**config.mk**
```make
export PLATFORM = sky130hd
export DESIGN_NAME = cpp_channel_port
export DESIGN_NICKNAME = d
export VERILOG_FILES = /design/src/core/cpp_pkg.sv /design/src/core/cpp_led_if.sv /design/src/core/cpp_channel_port.sv /design/src/core/cpp_led_stretch.sv
export VERILOG_INCLUDE_DIRS = /design/src /design/src/core
export SDC_FILE = /design/constraint.sdc
export NUM_CORES = 1
export LEC_CHECK = 0
export BUFFER_PORTS_ARGS = -buffer_cell sky130_fd_sc_hd__buf_2
export CORE_MARGIN = 3
export CORE_UTILIZATION = 50
export DETAILED_ROUTE_END_ITERATION = 12
export PLACE_DENSITY = 0.82
export RECOVER_POWER = 50
export SLEW_MARGIN = 20
export SYNTH_ARGS = -nofsm -noshare
export SYNTH_HDL_FRONTEND = slang
export SYNTH_HIERARCHICAL = 1
export SYNTH_SLANG_ARGS = --single-unit
export TNS_END_PERCENT = 10
```
**constraint.sdc**
```tcl
create_clock -name clk_in -period 2.9 [get_ports clk_in]
set_clock_uncertainty 0.05 [all_clocks]
set_input_delay 0.435 -clock clk_in [delete_from_list [all_inputs] [get_ports clk_in]]
set_output_delay 0.435 -clock clk_in [all_outputs]
set_load 0.05 [all_outputs]
```
**src/core/cpp_consts.svh**
```systemverilog
// Constants for the channel parallel port: command codes, status bits, times.
`ifndef CPP_CONSTS_SVH
`define CPP_CONSTS_SVH

// Mode-select command values.
`define CPP_MODE_CMD_RESET 8'h00
`define CPP_MODE_CMD_ASYNC 8'h01
`define CPP_MODE_CMD_SYNC 8'h04

// Status byte bit positions.
`define CPP_STAT_RX_AVAIL 0
`define CPP_STAT_TX_SPACE 1
`define CPP_STAT_SUSPEND 2
`define CPP_STAT_CONFIGURED 3

// Register-select values in CPU-style FIFO mode.
`define CPP_RS_DATA 1'b0
`define CPP_RS_STATUS 1'b1

// Clock and activity light stretch time.
`define CPP_CLK_PERIOD_NS 40
`define CPP_LED_HOLD_NS 10000000
`define CPP_LED_HOLD_CYCLES (`CPP_LED_HOLD_NS / `CPP_CLK_PERIOD_NS)

`endif

```
**src/core/cpp_pkg.sv**
```systemverilog
// Types shared by the channel parallel port modules.
package cpp_pkg;

	// Operating mode of the channel.
	typedef enum logic [1:0] {
		CPP_MODE_UART,
		CPP_MODE_CPU_FIFO,
		CPP_MODE_ASYNC_BB,
		CPP_MODE_SYNC_BB
	} cpp_mode_type;

	// Synchronous bit-bang transfer sequence.
	typedef enum logic [2:0] {
		CPP_BB_IDLE,
		CPP_BB_DRIVE,
		CPP_BB_SETUP,
		CPP_BB_UPDATE,
		CPP_BB_END
	} cpp_bb_type;

endpackage

```
**src/core/cpp_led_if.sv**
```systemverilog
// Carrier between the port core and an activity light stretcher.
interface cpp_led_if;
	logic activity;
	logic drive;

	modport core (output activity, input drive);
	modport stretch (input activity, output drive);
endinterface

```
**src/core/cpp_channel_port.sv**
```systemverilog
// Channel parallel port: CPU-style FIFO, bit-bang modes and activity lights.
`include "cpp_consts.svh"
module cpp_channel_port import cpp_pkg::*; #(
	parameter int LED_HOLD_CYCLES = `CPP_LED_HOLD_CYCLES
) (
	// Clock and reset.
	input wire logic clk_in,
	input wire logic reset_n_in,
	// Start-up configuration: high selects CPU-style FIFO mode.
	input wire logic cfg_cpu_fifo_in,
	// Host-to-pins byte stream.
	input wire logic h2d_valid_in,
	input wire logic [7:0] h2d_data_in,
	output logic h2d_take_out,
	// Pins-to-host byte stream.
	input wire logic d2h_space_in,
	output logic d2h_valid_out,
	output logic [7:0] d2h_data_out,
	output logic send_immediate_out,
	// Mode-select command from the host.
	input wire logic mode_cmd_valid_in,
	input wire logic [7:0] mode_cmd_value_in,
	input wire logic [7:0] mode_cmd_mask_in,
	// Channel timing and USB state.
	input wire logic baud_tick_in,
	input wire logic suspended_in,
	input wire logic configured_in,
	// UART activity from the serial engine.
	input wire logic uart_tx_active_in,
	input wire logic uart_rx_active_in,
	// CPU-style FIFO control pins.
	input wire logic port_select_n_in,
	input wire logic register_select_in,
	input wire logic read_n_in,
	input wire logic write_n_in,
	input wire logic flush_wake_n_in,
	// Parallel data pins.
	input wire logic [7:0] pins_in,
	output logic [7:0] pins_out,
	output logic [7:0] pins_oe_out,
	// Bit-bang strobes.
	output logic pin_sample_strobe_n_out,
	output logic pin_update_strobe_n_out,
	// Activity lights, driven low while active.
	output logic tx_led_out,
	output logic tx_led_oe_out,
	output logic rx_led_out,
	output logic rx_led_oe_out,
	// Current mode.
	output cpp_mode_type mode_out
);

	typedef struct packed {
		logic strap_done;
		logic base_cpu;
		cpp_mode_type mode;
		logic [7:0] dir;
		logic [7:0] dout;
		logic cpu_drive;
		logic read_prev;
		logic write_prev;
		logic flush_prev;
		cpp_bb_type bb;
		logic [7:0] held;
		logic h2d_take;
		logic d2h_valid;
		logic [7:0] d2h_data;
		logic flush;
		logic sample_n;
		logic update_n;
		logic [7:0] oe;
	} cpp_state_type;

	cpp_state_type s_q;
	cpp_state_type s_d;
	logic rx_ready;
	logic cpu_sel;
	logic [7:0] status;

	cpp_led_if leds[2] ();

	// Status byte; the upper nibble is unused and reads as zero.
	function automatic logic [7:0] status_byte(input logic rx, input logic tx,
			input logic susp, input logic cfg);
		logic [7:0] b;
		b = 8'h00;
		b[`CPP_STAT_RX_AVAIL] = rx;
		b[`CPP_STAT_TX_SPACE] = tx;
		b[`CPP_STAT_SUSPEND] = susp;
		b[`CPP_STAT_CONFIGURED] = cfg;
		return b;
	endfunction

	// A host byte counts as present only once the previous take has settled.
	assign rx_ready = h2d_valid_in && !s_q.h2d_take;
	assign cpu_sel = (s_q.mode == CPP_MODE_CPU_FIFO) && !port_select_n_in;
	assign status = status_byte(rx_ready, d2h_space_in, suspended_in,
		configured_in);

	// Next-state logic for every mode of the channel.
	always_comb begin
		s_d = s_q;
		s_d.h2d_take = 1'b0;
		s_d.d2h_valid = 1'b0;
		s_d.flush = 1'b0;
		s_d.read_prev = read_n_in;
		s_d.write_prev = write_n_in;
		s_d.flush_prev = flush_wake_n_in;

		// The strap is caught once after reset release, never at run time.
		if (!s_q.strap_done) begin
			s_d.strap_done = 1'b1;
			s_d.base_cpu = cfg_cpu_fifo_in;
			s_d.mode = cfg_cpu_fifo_in ? CPP_MODE_CPU_FIFO : CPP_MODE_UART;
		end else if (mode_cmd_valid_in) begin
			// Unknown command values are ignored and leave the mode alone.
			if (mode_cmd_value_in == `CPP_MODE_CMD_ASYNC) begin
				s_d.mode = CPP_MODE_ASYNC_BB;
				s_d.dir = mode_cmd_mask_in;
			end else if (mode_cmd_value_in == `CPP_MODE_CMD_SYNC) begin
				s_d.mode = CPP_MODE_SYNC_BB;
				s_d.dir = mode_cmd_mask_in;
			end else if (mode_cmd_value_in == `CPP_MODE_CMD_RESET) begin
				s_d.mode = s_q.base_cpu ? CPP_MODE_CPU_FIFO : CPP_MODE_UART;
				s_d.dir = 8'h00;
			end
			s_d.bb = CPP_BB_IDLE;
			s_d.sample_n = 1'b0;
			s_d.update_n = 1'b1;
		end

		// Flush pin: a falling edge asks for send-immediate in any mode.
		if (s_q.flush_prev && !flush_wake_n_in) begin
			s_d.flush = 1'b1;
		end

		case (s_q.mode)
			CPP_MODE_CPU_FIFO: begin
				// Strobes count only while port-select is low.
				s_d.cpu_drive = cpu_sel && !read_n_in;
				if (cpu_sel && s_q.read_prev && !read_n_in) begin
					if (register_select_in == `CPP_RS_DATA) begin
						s_d.dout = h2d_data_in;
						s_d.h2d_take = rx_ready;
					end else begin
						s_d.dout = status;
					end
				end
				// Writes land on the rising edge, when bus data has settled.
				if (cpu_sel && !s_q.write_prev && write_n_in) begin
					if (register_select_in == `CPP_RS_DATA) begin
						s_d.d2h_valid = d2h_space_in;
						s_d.d2h_data = pins_in;
					end else begin
						s_d.flush = 1'b1;
					end
				end
			end
			CPP_MODE_ASYNC_BB: begin
				s_d.cpu_drive = 1'b0;
				s_d.sample_n = 1'b1;
				s_d.update_n = 1'b1;
				// A baud tick with host-bound room samples the pins; a new byte also drives.
				if (baud_tick_in) begin
					if (d2h_space_in) begin
						s_d.sample_n = 1'b0;
						s_d.d2h_valid = 1'b1;
						s_d.d2h_data = pins_in;
					end
					if (rx_ready) begin
						s_d.h2d_take = 1'b1;
						s_d.dout = h2d_data_in;
						s_d.update_n = 1'b0;
					end
				end
			end
			CPP_MODE_SYNC_BB: begin
				s_d.cpu_drive = 1'b0;
				case (s_q.bb)
					CPP_BB_IDLE: begin
						// Both a byte and host-bound room are needed to start.
						if (rx_ready && d2h_space_in) begin
							s_d.held = h2d_data_in;
							s_d.h2d_take = 1'b1;
							s_d.d2h_valid = 1'b1;
							s_d.d2h_data = pins_in;
							s_d.sample_n = 1'b1;
							s_d.bb = CPP_BB_DRIVE;
						end
					end
					CPP_BB_DRIVE: begin
						s_d.sample_n = 1'b0;
						s_d.dout = s_q.held;
						s_d.bb = CPP_BB_SETUP;
					end
					CPP_BB_SETUP: begin
						s_d.update_n = 1'b0;
						s_d.bb = CPP_BB_UPDATE;
					end
					CPP_BB_UPDATE: begin
						s_d.update_n = 1'b1;
						s_d.bb = CPP_BB_END;
					end
					CPP_BB_END: begin
						s_d.bb = CPP_BB_IDLE;
					end
					default: begin
						s_d.bb = CPP_BB_IDLE;
					end
				endcase
			end
			default: begin
				s_d.cpu_drive = 1'b0;
			end
		endcase

		// Pin enables are registered so the pad buffers never see a decode
		// glitch; a bit-bang mode owns the pins even on its first cycle.
		if (s_d.mode == CPP_MODE_ASYNC_BB || s_d.mode == CPP_MODE_SYNC_BB) begin
			s_d.oe = s_d.dir;
		end else if (s_d.cpu_drive) begin
			s_d.oe = 8'hFF;
		end else begin
			s_d.oe = 8'h00;
		end
	end

	// State register with synchronous reset.
	always_ff @(posedge clk_in) begin
		if (!reset_n_in) begin
			s_q <= '0;
			s_q.mode <= CPP_MODE_UART;
			s_q.bb <= CPP_BB_IDLE;
			s_q.update_n <= 1'b1;
			s_q.flush_prev <= 1'b1;
			s_q.read_prev <= 1'b1;
			s_q.write_prev <= 1'b1;
		end else begin
			s_q <= s_d;
		end
	end

	// Activity feeds: lights work only in UART mode.
	assign leds[0].activity = (s_q.mode == CPP_MODE_UART) && uart_tx_active_in;
	assign leds[1].activity = (s_q.mode == CPP_MODE_UART) && uart_rx_active_in;

	// One retriggerable stretcher per light.
	generate
		for (genvar i = 0; i < 2; i++) begin : g_led
			cpp_led_stretch #(
				.HOLD_CYCLES(LED_HOLD_CYCLES)
			) u_led (
				.clk_in(clk_in),
				.reset_n_in(reset_n_in),
				.led(leds[i])
			);
		end
	endgenerate

	// Outputs; light pins only ever pull low, never drive high.
	assign tx_led_out = 1'b0;
	assign rx_led_out = 1'b0;
	assign tx_led_oe_out = leds[0].drive;
	assign rx_led_oe_out = leds[1].drive;
	assign h2d_take_out = s_q.h2d_take;
	assign d2h_valid_out = s_q.d2h_valid;
	assign d2h_data_out = s_q.d2h_data;
	assign send_immediate_out = s_q.flush;
	assign pins_out = s_q.dout;
	assign pins_oe_out = s_q.oe;
	assign pin_sample_strobe_n_out = s_q.sample_n;
	assign pin_update_strobe_n_out = s_q.update_n;
	assign mode_out = s_q.mode;

endmodule // cpp_channel_port

```
**src/core/cpp_led_stretch.sv**
```systemverilog
// One-shot timer that stretches brief activity into a visible light pulse.
module cpp_led_stretch import cpp_pkg::*; #(
	parameter int HOLD_CYCLES = 250000
) (
	// Clock and reset.
	input wire logic clk_in,
	input wire logic reset_n_in,
	// Link to the core.
	cpp_led_if.stretch led
);

	typedef struct packed {
		logic [31:0] count;
		logic drive;
	} cpp_led_state_type;

	cpp_led_state_type s_q;
	cpp_led_state_type s_d;

	// Each activity pulse retriggers the timer, so steady traffic stays lit.
	always_comb begin
		s_d = s_q;
		if (led.activity) begin
			s_d.count = 32'(HOLD_CYCLES);
			s_d.drive = 1'b1;
		end else if (s_q.count != 32'h0) begin
			s_d.count = s_q.count - 32'h1;
			s_d.drive = (s_q.count != 32'h1);
		end else begin
			s_d.drive = 1'b0;
		end
	end

	// State register with synchronous reset.
	always_ff @(posedge clk_in) begin
		if (!reset_n_in) begin
			s_q <= '0;
		end else begin
			s_q <= s_d;
		end
	end

	assign led.drive = s_q.drive;

endmodule // cpp_led_stretch

```
# Word-level counts from Yosys, hierarchy flattened
# Index checks and enable logic that the tools add are counted.
totals:
  ff_bits: 121
  inputBits: 48
  out_inout_bits: 35
  word_cells: 126
op_classes:
  add_sub_neg: 2
  eq_ne: 21
  n_mux: 49
  bitwise: 1
  n_reduce_logical: 30
op_table:
  columns: ["operator", "n"]
  rows:
  - ["$mux 8", 8]
  - ["$ne 32x1->1 const B", 2]
  - ["$reduce_bool 32->1", 2]
  - ["$sub 32x1->32 const B", 2]
  - ["$mux 10", 6]
  - ["$mux 18", 3]
  - ["$mux 19", 2]
  - ["$pmux 10 s3", 1]
  - ["$pmux 8 s3", 1]
  - ["$mux 21", 1]
  - ["$mux 9", 2]
  - ["$mux 1", 14]
  - ["$pmux 3 s4", 1]
  - ["$logic_and 1x1->1", 11]
  - ["$mux 11", 1]
  - ["$ne 2x2->1 const B", 5]
  - ["$eq 2x2->1 const B", 4]
  - ["$eq 8x1->1 const B", 1]
  - ["$eq 8x3->1 const B", 1]
  - ["$logic_not 8->1", 1]
  - ["$mux 2", 4]
  - ["$ne 2x1->1 const B", 4]
  - ["$reduce_and 7->1", 1]
  - ["$eq 3x2->1 const B", 2]
  - ["other kinds (15)", 23]

# Logic depth before layout (Yosys ltp)
depth:
  word_depth: 9
  depth_mapped: 10
  depth_no_buf: 7

# Modules after synthesis
# The synthesis kept the hierarchy.
by_module_without_submodules:
  columns: ["module", "instances", "cells_each", "area_per_inst_um2", "seq_area_each_um2"]
  rows:
  - ["cpp_channel_port", 1, 264, 2602.5, 1101.1]
  - ["cpp_led_stretch at g_led[0].u_led", 1, 207, 1781.7, 660.6]
  - ["cpp_led_stretch at g_led[1].u_led", 1, 192, 1717.9, 660.6]

# Least setup slack after synthesis
# OpenSTA, ideal clock, no wires.
synth_timing:
  path_type: "register to register"
  from: "register g_led[0].u_led/s_q[1] (netlist bit)"
  to: "register g_led[0].u_led/s_q[17] (netlist bit)"
  arrival_time_ns: 2.361
  required_time_ns: 2.730
  path_slack_ns: 0.369
  path_stages_with_launch: 10
  path_buffers: 2
  period_less_slack_ns: 2.531
  cell_sequence: "dfxtp_1 -> inv_1 -> ha_1 -> or4b_2 -> or4_1 -> buf_2 -> o21bai_4 -> buf_6 -> nor2_1 -> o31a_1"
synth_via:
  elab_chain_cells: 3
  elab_cells_between_ends: 5
  classes_between: "add/sub (1); mux (2); reduce/logical (2)"
synth_lines:
  columns: ["element", "line_no", "rtl"]
  rows:
  - ["from (decl)", "cpp_led_stretch.sv:17", "cpp_led_state_type s_q;"]
  - ["from (signal assigned)", "cpp_led_stretch.sv:37", "s_q <= '0;"]
  - ["from (signal assigned)", "cpp_led_stretch.sv:39", "s_q <= s_d;"]
  - ["$sub 32x1->32", "cpp_led_stretch.sv:27", "s_d.count = s_q.count - 32'h1;"]
  - ["$mux 18", "cpp_led_stretch.sv:26", "end else if (s_q.count != 32'h0) begin"]
  - ["$mux 19", "cpp_led_stretch.sv:23", "if (led.activity) begin"]
# Parallel ways exist; a longest one is shown, timed or not. The select of a mux whose other input is x is not followed.
# A chain may end at the register's enable or synchronous reset.

# Worst setup path in the final report
# Ends and elaborated chain as after synthesis.

==> results by group <==
Hold path
  • Worst Hold End: s_q[32]
  • Hold wc startpoint: flush_wake_n_in
  • WHS Path Cells: 2
  • Worst min path class: in -> reg

Pwr
  • Total power draw: 4.78 mW
  • Leak Pwr: 2.69 nW
  • Max VDD drop: 0.400 mV
  • PwrDens: 686 mW/mm^2

Placement
  • PortBufs: 80
  • Gpl congestion: 0.927
  • HPWL after DPL: 10300 microns

Flow run
  • Max-Cap Viols: 0

Synthesis
  • Synth top area cells: dfxtp_1 40%, a21oi_1 3.4%, buf_4 3.4%
  • Synth Register Bits: 121
  • Synthesized area per cell: 9.20 sq um
  • List of most frequent post-synthesis cells: 121 x dfxtp_1, 48 x nor2_1, 42 x a21oi_1
  • Main combinational cell family by area after synthesis: simple AND/OR/NAND/NOR gates
  • Complex-gate fraction of the synthesized area: 0.224
  • Synth cell types: 80
  • Top-count cell post-synth: dfxtp_1
  • Simple-gate share of the synthesized area: 0.248
  • Adder-Cell Fraction of Synth Area: 0.0123
  • Leading area contributor after synthesis: dfxtp_1
  • Post-synth top area share: 0.397
  • Ys Warns: 6
  • Mapped Cells: 663
  • Ys async rst share: 0
  • Xor-xnor portion of the synthesized cell area: 0.0115
  • Post-Syn Area: 0.00610 sq mm
  • Predominant post-synthesis flop cell: dfxtp_1
  • Mux cell area share after synthesis: 0.0377
  • Seq/Total Area, Yosys: 0.397
  • Post-synth EDFFs: 0

Floorplanning
  • Die Width: 116 microns
  • Core area: 0.0117 sq mm
  • IO Pins: 83
  • Row count: 39
  • Chip Height: 116 microns
  • Starting density of the core: 0.523
  • Total Die Area: 0.0136 sq mm

Drt
  • DRT antenna net count: 0
  • Avg WL per Cell: 17.4 microns
  • Initial DRC count: 601
  • Vias: 5540
  • Via density: 6.37
  • DRC viols: 0
  • 1st-pass router iterations: 7
  • Final WL: 15200 microns

Timing
  • Final Hold Fails: 0
  • Post-layout min period: 2640 ps
  • Tcrit/Tclk final: 0.911
  • # setup viols final: 0
  • TNS Setup: 0 ps
  • RSZ-0062 raised after global routing: no
  • Peak Freq: 0.378 GHz
  • Slew HR: 0.272
  • Worst-Margin Slew: 1090 ps
  • Fin. max-slew vios: 0

Critical path
  • CP required: 3160 ps
  • Slowest CP cell: or4b_2
  • Critical path type: reg -> reg
  • CP endpoint kind: flip-flop
  • FF-to-FF path depth: 7
  • Reg-to-reg endpoint: g_led[0].u_led/s_q[17]
  • Buf+Inv Stages, Crit Path: 1
  • CP arrival: 2900 ps
  • Critical-path cell list: inv_1 > ha_1 > or4b_2 > or4_4 > o21bai_4 > nor2_1 > o31a_1
  • Startpoint Class: flip-flop
  • Slowest cell delay on critical path: 600 ps
  • CP top delay family: simple AND/OR/NAND/NOR gates
  • Reg2Reg Launch Point: g_led[0].u_led/s_q[1]
  • Crit path max fanout: 9
  • R2R Setup Slk: 260 ps

Cells and area
  • Area Overhead vs Synth: 14.1%
  • Ratio of cells with drive above 1 in the final layout: 0.180
  • Final net count: 767

Global route
  • Initial antenna violation count: 1
  • First-pass GRT wire length: 24400 microns
  • Vias in the first global route: 5021
  • Gr ovfl total: 0
  • Largest net degree at the start of global routing: 25
  • Gr usage total: 0.226

Clock network
  • CTS tree: done
  • Maximum root-to-sink buffer count: 2
  • H-tree depth: 4
  • Clock transition at path regs: 60 ps
  • Post-CTS Setup Inserts: 0
  • Clk sink count: 121
  • Num CTS Buffers: 17
  • Root buffer cell: clkbuf_16
  • Worst skew pair latency: 420 ps

Run status
  • Outcome: completed
-- power by group --
| part | internal, mW | switching, mW |
|---|---|---|
| logic | 0.325 | 0.541 |
| clock network | 1.21 | 0.863 |
| registers | 1.74 | 0.0925 |
-- cell type report --
cell class                 count  area [sq um]
antenna                        1          2.50
tap                          143           179
sequential                   121          2420
inverter                      14          52.6
clock inverter                15           154
fill                         970          4700
timing repair buffer          91           449
multi-input combinational    468          3280
clock buffer                  17           425
-- how the worst max path moves through the flow --
stage / startpoint / end / slack (ps) / cells past startpoint
final: g_led[0].u_led/s_q[1] / g_led[0].u_led/s_q[17] / 260 / 7
after global routing: g_led[0].u_led/s_q[1] / g_led[0].u_led/s_q[17] / 140 / 7
after CTS: g_led[0].u_led/s_q[1] / g_led[0].u_led/s_q[5] / 40 / 7
after detailed placement: g_led[0].u_led/s_q[1] / g_led[0].u_led/s_q[5] / 60 / 7
after global placement: g_led[0].u_led/s_q[1] / g_led[0].u_led/s_q[5] / 200 / 7
after floorplan: g_led[0].u_led/s_q[1] / g_led[0].u_led/s_q[17] / 370 / 9
-- registers in the layout (all words and copies together), names as in the netlist --
signal and count:
d2h_data_out 8, d2h_valid_out 1, g_led.u_led/led.drive 2, g_led.u_led/s_q 64, h2d_take_out 1, mode_out 2
pin_sample_strobe_n_out 1, pin_update_strobe_n_out 1, pins_oe_out 8, pins_out 8, s_q 24, send_immediate_out 1
-- timing repair --
action                                  in CTS  in global routing
gates resized for setup                      0                  2
endpoints found under the setup margin       0                  4
hold buffers                                 0                  0
-- stage by stage --
stage / hold WS (ps) / area (sq um) / setup WS (ps) / instances / util
floorplan: 385 / 6110 / 369 / 664 / -
detailed placement: 410 / 6410 / 57.4 / 837 / 0.550
finish: 174 / 6960 / 257 / 870 / 0.597
global route: 177 / 6960 / 137 / 869 / 0.597
global placement: 397 / 6410 / 197 / 837 / 0.550
CTS: 166 / 6990 / 41.0 / 869 / 0.600
-- cell usage in the layout, fill, tap and decap left out, types with 14 or more instances in the layout --
cell       instances
inv_1             14
or4_1             22
nand3_1           21
or3_1             19
clkbuf_1          35
o31ai_1           20
a21oi_1           42
nor2_1            48
nand2_1           28
buf_2             46
dfxtp_1          121
o21ai_0           27
mux2i_1           14
nor3_1            14
clkbuf_16         17
-- metal layers --
layer,wire length (microns),up-vias,share of wire,track usage
met2,6910,239,0.46,0.352
li1,-,2617,-,-
met5,8,-,0.00053,0
met4,382,2,0.025,0.0735
met3,1190,43,0.078,0.0725
met1,6690,2639,0.44,0.298
-- logic make-up (layout without fill, tap and decap cells) --
logic type	count (synthesis)	after routing
adders and majority gates	6	6
xor gates and xnor gates	8	8
muxes	22	22
DFF	121	121
buffers and inverters	75	137
AOI/OAI and AO/OA	187	187
other	1	3
and+or+nand+nor	243	243
No activity file was read; power rests on OpenSTA's default activity.
